## src/logic/wpi_pkg.sv

```systemverilog
package wpi_pkg;
	// Response codes of the command state byte
	localparam logic [7:0] RSP_IDLE = 8'h00;
	localparam logic [7:0] RSP_BUSY = 8'h01;
	localparam logic [7:0] RSP_DONE = 8'h02;
	localparam logic [7:0] RSP_ERROR = 8'h03;
	// Command codes written into the command byte
	localparam logic [7:0] CMD_NONE = 8'h00;
	localparam logic [7:0] CMD_RESET = 8'hD0;
	localparam logic [7:0] CMD_ZERO = 8'hD3;
	localparam logic [7:0] CMD_TARE = 8'hD4;
	localparam logic [7:0] CMD_CANCEL_TARE = 8'hD5;
	// Word indices inside the eight-word input block
	localparam int IN_WORDS = 8;
	localparam int OUT_WORDS = 11;
	localparam logic [2:0] W_RESP = 3'h0;
	localparam logic [2:0] W_DIN = 3'h1;
	localparam logic [2:0] W_GROSS_HI = 3'h2;
	localparam logic [2:0] W_GROSS_LO = 3'h3;
	localparam logic [2:0] W_STATUS = 3'h4;
	localparam logic [2:0] W_NET_HI = 3'h5;
	localparam logic [2:0] W_NET_LO = 3'h6;
	localparam logic [2:0] W_DOUT = 3'h7;
	// Status word bit positions
	localparam int ST_RANGE_LO = 2;
	localparam int ST_RANGE_HI = 3;
	localparam int ST_NEAR_ZERO = 5;
	localparam int ST_NVM_ERR = 6;
	localparam int ST_IN1 = 8;
	localparam int ST_IN2 = 9;
	localparam int ST_SETPOINT_ONE_OUTPUT = 10;
	localparam int ST_SETPOINT_TWO_OUTPUT = 11;
	localparam int ST_TARED = 14;
	// Overload margin in divisions
	localparam int OVL_DIVS = 9;
	// Parameter set carried from the output block
	typedef struct packed {
		logic [7:0] command;
		logic signed [31:0] capacity;
		logic [31:0] division;
		logic signed [31:0] sp1_low;
		logic signed [31:0] sp1_high;
		logic signed [31:0] sp2_low;
		logic signed [31:0] sp2_high;
	} wpi_params_t;
	// Measurement snapshot from the converter front end
	typedef struct packed {
		logic valid;
		logic adc_over;
		logic signed [31:0] scaled;
	} wpi_sample_t;
endpackage : wpi_pkg

```

## src/logic/wpi_image.sv

```systemverilog
`timescale 1ns/100ps
// Functional notes
// - eight-word input block placed by node address
// - response 00H idle, 01H executing
// - response 02H done, 03H aborted by error
// - gross is scaled value minus zero offset
// - net is gross minus current tare
// - status bits 3:2 encode range condition
// - status bit 5 set within quarter division
// - bit 6 flags storage error, defaults restored
// - status bit 14 set after first tare
// - input status bits 1:0 are input levels
// - input 1 rising edge triggers tare
// - input 2 rising edge triggers zero
// - output status bits 1:0 are output levels
// - outputs compare net against set points
// - low/high set point pair with hysteresis
// - commands in command byte, progress in response
// - overload when gross exceeds capacity plus nine divisions
module wpi_image #(
	parameter int NODE_BASE = 0
) (
	input wire logic core_clk,
	input wire logic rst_n,
	input wire wpi_pkg::wpi_params_t params,
	input wire wpi_pkg::wpi_sample_t sample,
	input wire logic nvm_error,
	input wire logic tare_trigger_input,
	input wire logic zero_trigger_input,
	input wire logic [2:0] image_index,
	output logic [15:0] image_word,
	output logic setpoint_one_output,
	output logic setpoint_two_output,
	output logic defaults_restore
);
	// Placement offset only; the interface module maps the block itself
	if (NODE_BASE < 0)
	begin : g_bad_base
		$error("NODE_BASE must not be negative");
	end

	// The three-bit word select serves exactly eight words
	if (wpi_pkg::IN_WORDS != 8)
	begin : g_bad_words
		$error("input block must hold eight words");
	end

	logic [1:0] in_meta_q;
	logic [1:0] in_sync_q;
	logic [1:0] in_prev_q;
	logic signed [31:0] zero_off_q;
	logic signed [31:0] tare_q;
	logic tared_q;
	logic [7:0] resp_q;
	logic [7:0] last_cmd_q;
	wire logic [1:0] out_lvl;
	logic signed [31:0] sp_low [2];
	logic signed [31:0] sp_high [2];
	logic nvm_q;
	logic [15:0] word_q;
	logic signed [31:0] gross_q;
	logic signed [31:0] net_q;
	logic [15:0] status_q;

	// Edge detection on the second stage only
	wire logic tare_edge = in_sync_q[0] & ~in_prev_q[0];
	wire logic zero_edge = in_sync_q[1] & ~in_prev_q[1];
	wire logic cmd_new = (params.command != last_cmd_q);
	wire logic cmd_zero = cmd_new & (params.command == wpi_pkg::CMD_ZERO);
	wire logic cmd_tare = cmd_new & (params.command == wpi_pkg::CMD_TARE);
	wire logic cmd_untare = cmd_new & (params.command == wpi_pkg::CMD_CANCEL_TARE);
	wire logic cmd_reset = cmd_new & (params.command == wpi_pkg::CMD_RESET);
	wire logic cmd_known = cmd_zero | cmd_tare | cmd_untare | cmd_reset;
	// Merged request sources for the zero and tare state
	wire logic tare_event = tare_edge | cmd_tare;
	wire logic clear_all = nvm_error | cmd_reset;

	// Measurement arithmetic
	wire logic signed [31:0] gross_w = sample.scaled - zero_off_q;
	wire logic signed [31:0] net_w = gross_w - tare_q;
	wire logic signed [31:0] abs_gross = gross_w[31] ? -gross_w : gross_w;
	wire logic signed [31:0] ovl_lim = params.capacity
		+ 32'(wpi_pkg::OVL_DIVS) * $signed(params.division);
	wire logic over_cap = (gross_w > params.capacity) || (gross_w < -params.capacity);
	wire logic overload = abs_gross > ovl_lim;
	wire logic near_zero = (abs_gross <<< 2) < $signed(params.division);
	// Zero only honoured inside ten percent of capacity
	wire logic zero_ok = (abs_gross * 10) <= params.capacity;
	wire logic [1:0] range_code = sample.adc_over ? 2'h3
		: ((over_cap | overload) ? 2'h2 : 2'h0);

	// Status word, reserved bits forced low
	logic [15:0] status_w;
	always_comb
	begin
		status_w = 16'h0000;
		status_w[wpi_pkg::ST_RANGE_HI:wpi_pkg::ST_RANGE_LO] = range_code;
		status_w[wpi_pkg::ST_NEAR_ZERO] = near_zero;
		status_w[wpi_pkg::ST_NVM_ERR] = nvm_q;
		status_w[wpi_pkg::ST_IN1] = in_sync_q[0];
		status_w[wpi_pkg::ST_IN2] = in_sync_q[1];
		status_w[wpi_pkg::ST_SETPOINT_ONE_OUTPUT] = out_lvl[0];
		status_w[wpi_pkg::ST_SETPOINT_TWO_OUTPUT] = out_lvl[1];
		status_w[wpi_pkg::ST_TARED] = tared_q;
	end

	// Word mux for the input block
	logic [15:0] word_w;
	always_comb
	begin
		unique case (image_index)
			wpi_pkg::W_RESP: word_w = {8'h00, resp_q};
			wpi_pkg::W_DIN: word_w = {14'h0000, in_sync_q};
			wpi_pkg::W_GROSS_HI: word_w = gross_q[31:16];
			wpi_pkg::W_GROSS_LO: word_w = gross_q[15:0];
			wpi_pkg::W_STATUS: word_w = status_q;
			wpi_pkg::W_NET_HI: word_w = net_q[31:16];
			wpi_pkg::W_NET_LO: word_w = net_q[15:0];
			default: word_w = {14'h0000, out_lvl};
		endcase
	end

	// Two-stage input synchroniser
	always_ff @(posedge core_clk or negedge rst_n)
	begin
		if (!rst_n)
		begin
			in_meta_q <= 2'h0;
			in_sync_q <= 2'h0;
			in_prev_q <= 2'h0;
		end
		else
		begin
			in_meta_q <= {zero_trigger_input, tare_trigger_input};
			in_sync_q <= in_meta_q;
			in_prev_q <= in_sync_q;
		end
	end

	// Zero and tare state; pin and command requests merge here
	always_ff @(posedge core_clk or negedge rst_n)
	begin
		if (!rst_n)
		begin
			zero_off_q <= 32'h00000000;
			tare_q <= 32'h00000000;
		end
		else if (clear_all)
		begin
			zero_off_q <= 32'h00000000;
			tare_q <= 32'h00000000;
		end
		else
		begin
			if ((zero_edge || cmd_zero) && zero_ok)
				zero_off_q <= sample.scaled;
			if (tare_event)
				tare_q <= gross_w;
			else if (cmd_untare)
				tare_q <= 32'h00000000;
		end
	end

	// Tare-seen flag; a tare in the clearing cycle still counts
	always_ff @(posedge core_clk or negedge rst_n)
	begin
		if (!rst_n)
			tared_q <= 1'b0;
		else if (tare_event)
			tared_q <= 1'b1;
		else if (clear_all)
			tared_q <= 1'b0;
	end

	// Completion verdict; refused zero and unknown codes end in error
	wire logic cmd_refused = nvm_q || (params.command == wpi_pkg::CMD_ZERO && !zero_ok);
	wire logic cmd_listed = params.command inside {wpi_pkg::CMD_ZERO,
		wpi_pkg::CMD_TARE, wpi_pkg::CMD_CANCEL_TARE, wpi_pkg::CMD_RESET};
	wire logic [7:0] resp_verdict = (cmd_refused || !cmd_listed)
		? wpi_pkg::RSP_ERROR : wpi_pkg::RSP_DONE;

	// Command progress; each command completes in one cycle after acceptance
	always_ff @(posedge core_clk or negedge rst_n)
	begin
		if (!rst_n)
		begin
			resp_q <= wpi_pkg::RSP_IDLE;
			last_cmd_q <= wpi_pkg::CMD_NONE;
		end
		else
		begin
			last_cmd_q <= params.command;
			if (params.command == wpi_pkg::CMD_NONE)
				resp_q <= wpi_pkg::RSP_IDLE;
			else if (cmd_new)
				resp_q <= wpi_pkg::RSP_BUSY;
			else if (resp_q == wpi_pkg::RSP_BUSY)
				resp_q <= resp_verdict;
		end
	end

	// Set-point pairs, one per output
	assign sp_low[0] = params.sp1_low;
	assign sp_high[0] = params.sp1_high;
	assign sp_low[1] = params.sp2_low;
	assign sp_high[1] = params.sp2_high;

	// Hysteresis per output; between the two points the level holds
	for (genvar g = 0; g < 2; g++)
	begin : g_setpoint
		wire logic rise_w = net_w >= sp_high[g];
		wire logic fall_w = net_w < sp_low[g];
		logic lvl_q;
		always_ff @(posedge core_clk or negedge rst_n)
		begin
			if (!rst_n)
				lvl_q <= 1'b0;
			else if (rise_w)
				lvl_q <= 1'b1;
			else if (fall_w)
				lvl_q <= 1'b0;
		end
		assign out_lvl[g] = lvl_q;
	end

	// Registered image and pins
	always_ff @(posedge core_clk or negedge rst_n)
	begin
		if (!rst_n)
		begin
			nvm_q <= 1'b0;
			gross_q <= 32'h00000000;
			net_q <= 32'h00000000;
			status_q <= 16'h0000;
			word_q <= 16'h0000;
		end
		else
		begin
			nvm_q <= nvm_error;
			if (sample.valid)
			begin
				gross_q <= gross_w;
				net_q <= net_w;
			end
			status_q <= status_w;
			word_q <= word_w;
		end
	end

	assign image_word = word_q;
	assign setpoint_one_output = out_lvl[0];
	assign setpoint_two_output = out_lvl[1];
	assign defaults_restore = nvm_q;
endmodule : wpi_image

```

## config.mk

```make
export PLATFORM = sky130hd
export DESIGN_NAME = wpi_image
export DESIGN_NICKNAME = d
export VERILOG_FILES = /design/src/logic/wpi_pkg.sv /design/src/logic/wpi_image.sv
export SDC_FILE = /design/constraint.sdc
export NUM_CORES = 1
export LEC_CHECK = 0
export BUFFER_PORTS_ARGS = -buffer_cell sky130_fd_sc_hd__buf_4
export CAP_MARGIN = 15
export CORE_MARGIN = 2
export CORE_UTILIZATION = 33
export CTS_BUF_LIST = sky130_fd_sc_hd__clkbuf_4
export DETAILED_ROUTE_END_ITERATION = 8
export PLACE_DENSITY = 0.51
export SLEW_MARGIN = 20
export SYNTH_ARGS = -nofsm -noshare
export SYNTH_HDL_FRONTEND = slang
export SYNTH_SLANG_ARGS = --single-unit
```

## constraint.sdc

```tcl
create_clock -name core_clk -period 10.31 [get_ports core_clk]
set_clock_uncertainty 0.15 [all_clocks]
set_input_delay 0.5155 -clock core_clk [delete_from_list [all_inputs] [get_ports core_clk]]
set_output_delay 0.5155 -clock core_clk [all_outputs]
set_load 0.005 [all_outputs]
```

==> impl.org <==
** Setup path
- Among all stages on the critical path, the largest delay is contributed by sky130_fd_sc_hd__dlygate4sd3_1.
- Critical-path maximum fanout :: 32
- For the worst setup path, the data arrival time is 9960 ps.
- Startpoint kind of the worst setup timing path :: input pin
- Maximum single-stage delay on the critical path :: 530 ps
- Depth of the worst register-to-register path :: 40
- Most Frequent Cell on Critical Path :: sky130_fd_sc_hd__ha_1
- At the worst endpoint, the required time is 10760 ps.
- The critical path in this run is classified as input pin to flop.
- Kind of end point of the critical path :: flop

** Placed design
- After detailed placement, the design holds a cell count of 3793.
- Count of port buffers added during placement :: 260
- Gp weighted congestion :: 0.914
- After detailed placement, the total cell area comes to 26000 um^2.
- The wire-length estimate of the detail-placed layout is 59800 um.

** Die
- Measured along the x axis, the die boundary spans 267 um.
- In this run the count of I/O pins placed on the die edge is 261.
- The die covers 71200 um^2.
- Effective utilization at floorplan :: 33.3%
- Cell Rows :: 96
- Overall die height :: 267 um
- Core Footprint :: 68500 um^2

** Logic synthesis
- During synthesis, Yosys emitted a total of 0 warnings.
- Multiplexer cells account for 5.00% of the synthesized area.
- For this run, the register share of the synthesized area comes to 18.8%.
- The number of different library cells used by synthesis comes to 97.
- By area, the combinational part of the netlist is dominated by adder cells.
- Synthesized flop and latch total :: 171
- Post-synthesis adder-cell area fraction :: 28.2%
- Post-synthesis net count :: 3394
- Cell count after synthesis :: 2660
- Counting flops with a built-in enable in the synthesized netlist gives 0.
- Cell area after technology mapping :: 22800 um^2
- For this run, asynchronously set or reset flops after synthesis account for 100%.
- Syn_area_per_cell :: 8.57 um^2
- Of the total synthesized cell area, the portion taken by AND, OR, NAND and NOR gates is 13.4%.
- Among all flip-flop cells after synthesis, the most frequent one is sky130_fd_sc_hd__dfrtp_1.
- Complex-gate fraction of the synthesized area :: 18.9%
- After Yosys synthesis, XOR and XNOR cells account for 7.76% of the synthesized area.

** Routing
- For this run, the detailed router's first-pass iteration total came to 6.
- Via-to-Cell Ratio :: 5.13
- After the first detailed-routing iteration, the DRC count stood at 1040.
- Remaining antenna violation count after routing :: 0
- For this run, design rule violations remaining after detail routing come to 0.
- Number of vias after detailed routing :: 19900
- Post-DR wirelength/cell :: 18.2 um
- The routed design has 70300 um of wire.

** Power and ir drop
- The worst-case IR drop observed on VDD is 199 uV.
- The analysis attributes to net switching a power of 4020 uW.
- P_leak :: 0.0134 uW
- Portion of total power attributed to sequential cells :: 12.8%
- Combinational cells account for 81.5% of the total power.
- In this run the power density over the cells is 296 nW/um^2.
- Internal Dissipation :: 3920 uW
- Relative contribution of the clock network to total power :: 5.7%
- Switching share of power :: 50.6%

** STA
- Setup repair after global routing left no endpoint under its margin.
- Final Critical Period :: 9510 ps
- Number of max-slew violations in the final report :: 0
- Number of hold violations in the final report :: 0
- Final setup TNS :: 0 ps
- Relative slew slack :: 39.4%
- # setup viols final :: 0
- Final cycle utilization of the critical path :: 92.3%
- Fmax achieved :: 105 MHz
- At the pin with the least slew margin, the transition time is 909 ps.

** GRT
- Number of antenna violations at the first check in global routing :: 1
- Entering global routing, the biggest net connects 73 pins.
- Grt ovf :: 0
- Wire length of the first global-routing pass :: 109000 um
- Number of global-route vias before repair :: 20300
- Global routing used 19.8% of the available tracks across all layers.

** Min path
- Min-Delay Path Depth :: 4
- The worst hold path belongs to the class input pin to flop.

** Final layout
- Count of fill cells added during filler insertion :: 7004
- The post-route netlist has 14.6% of its cells at a drive strength greater than 1.
- Net count reported at finish :: 3711
- Most common library cell in the layout ignoring fill and taps :: sky130_fd_sc_hd__ha_1
- Commonest cells after routing, fill and taps aside :: 461 x sky130_fd_sc_hd__ha_1, 426 x sky130_fd_sc_hd__inv_1, 303 x sky130_fd_sc_hd__buf_4, 171 x sky130_fd_sc_hd__dfrtp_1, 166 x sky130_fd_sc_hd__nor2_1
- Area added between synthesis and finish :: 17.6%
- Summed area of non-filler cells in the final layout :: 26800 um^2
- Non-filler instance count after layout :: 3873

** Run
- Maxcap violations :: 0

** Clock network
- TritonCTS built the clock tree.
- Clock-pin slew was measured on the worst setup and hold paths at 160 ps.
- The H-tree was split into 4 levels.
- The clock passes through at most 2 buffers.
- Cell chosen for the clock root :: sky130_fd_sc_hd__clkbuf_4
- CTS buffer count :: 17
- For the worst-skew pair, the clock arrives at the later sink with an insertion delay of 730 ps.
- The clock drives 171 sinks.

** Status
- Result of the run :: complete, no violations
==> cells in the mapped netlist (18+ instances only) <==
master,number,area [um^2]
sky130_fd_sc_hd__nand3_1,25,125
sky130_fd_sc_hd__nand2b_1,44,275
sky130_fd_sc_hd__xor2_1,55,482
sky130_fd_sc_hd__nand4_1,58,363
sky130_fd_sc_hd__o21a_1,61,458
sky130_fd_sc_hd__mux2_2,55,619
sky130_fd_sc_hd__a22o_1,34,298
sky130_fd_sc_hd__ha_1,461,5770
sky130_fd_sc_hd__clkbuf_1,41,154
sky130_fd_sc_hd__a21oi_1,147,736
sky130_fd_sc_hd__a21o_1,82,616
sky130_fd_sc_hd__dfrtp_1,171,4280
sky130_fd_sc_hd__nand2_1,99,372
sky130_fd_sc_hd__mux2i_1,52,521
sky130_fd_sc_hd__or3_1,18,113
sky130_fd_sc_hd__nor3_1,45,225
sky130_fd_sc_hd__xnor2_1,121,1060
sky130_fd_sc_hd__a211oi_1,26,195
sky130_fd_sc_hd__nor2b_1,54,338
sky130_fd_sc_hd__o21ai_0,117,586
sky130_fd_sc_hd__nor2_1,167,627
sky130_fd_sc_hd__inv_1,426,1600
sky130_fd_sc_hd__fa_1,31,621
==> critical path: cells and delay by family <==
kind,cells,cell delay [ps]
AO/OA/AOI/OAI,19,4020
AND/OR/NAND/NOR,7,1580
buffers and inverters,7,1510
adder cells (fa/ha/maj),4,1300
XOR/XNOR,3,770
multiplexers,1,230
==> flip-flops by register name, summed over array words and instances (netlist names) <==
signal               cells
status_q                 8
in_sync_q                2
last_cmd_q               8
tared_q                  1
setpoint_one_output      1
net_q                   32
in_meta_q                2
setpoint_two_output      1
resp_q                   2
defaults_restore         1
gross_q                 32
zero_off_q              32
tare_q                  32
image_word              16
in_prev_q                1
==> power by group through the flow <==
stage	clock network (uW)	registers, uW	logic (uW)
after floorplan	0	953	4690
after global placement	0	1030	6300
after detailed placement	0	1040	6450
after CTS	480	1020	6510
after global routing	499	1030	7380
final	453	1010	6480
==> routing by layer <==
layer / track usage [%] / up-vias / wire, um
met4: 6.21 / 0 / 1570
met1: 25.1 / 9369 / 32100
met2: 35.2 / 398 / 34000
met5: 0 / - / 0
li1: - / 10000 / -
met3: 1.85 / 73 / 2650
==> repair_timing <==
action                                  CTS  global route
setup buffers                             0             1
hold endpoints to repair                126             0
endpoints found under the setup margin    0            33
hold buffers                             46             0
resized for setup                         0             3
==> cells by family (layout without fill, tap and decap cells) <==
group,after synthesis,in the layout
AND/OR/NAND/NOR,590,590
AO/OA/AOI/OAI,629,629
XOR/XNOR,187,187
other,0,1
multiplexers,107,107
buffers and inverters,481,811
adder cells (fa/ha/maj),495,495
flip-flops,171,171
==> layout make-up <==
class                   instances  area, um^2  area share, %
diodes                          1        2.50        0.00933
clock buffers                  17         128          0.476
clock inverters                15         199          0.742
inverters                     428        1610           5.99
multi-input cells            2008       16700           62.4
flip-flops and latches        171        4280           16.0
well taps                     882        1100           4.12
repair buffers                351        2770           10.3
==> stage by stage <==
stage	power [uW]	hold slack [ps]	utilization, %	setup slack, ps
CTS	8010	26.1	39.1	477
floorplan	5640	69.9	-	324
global route	8910	111	39.2	35.3
detailed placement	7490	193	37.9	267
global placement	7330	189	37.9	426
finish	7940	128	39.2	797
==> worst paths after layout <==
check	startpoint	to	slack, ps
setup / recovery	sample[4]	zero_off_q[17]	800
hold / removal	params[31]	setpoint_two_output	130
setup reg to reg	zero_off_q[4]	zero_off_q[17]	860
hold reg to reg	in_meta_q[1]	in_sync_q[1]	230
max in group asynchronous	rst_n	tare_q[10]	7910
min in group asynchronous	rst_n	zero_off_q[28]	210
Note: power is estimated with default switching activity, not from simulation.
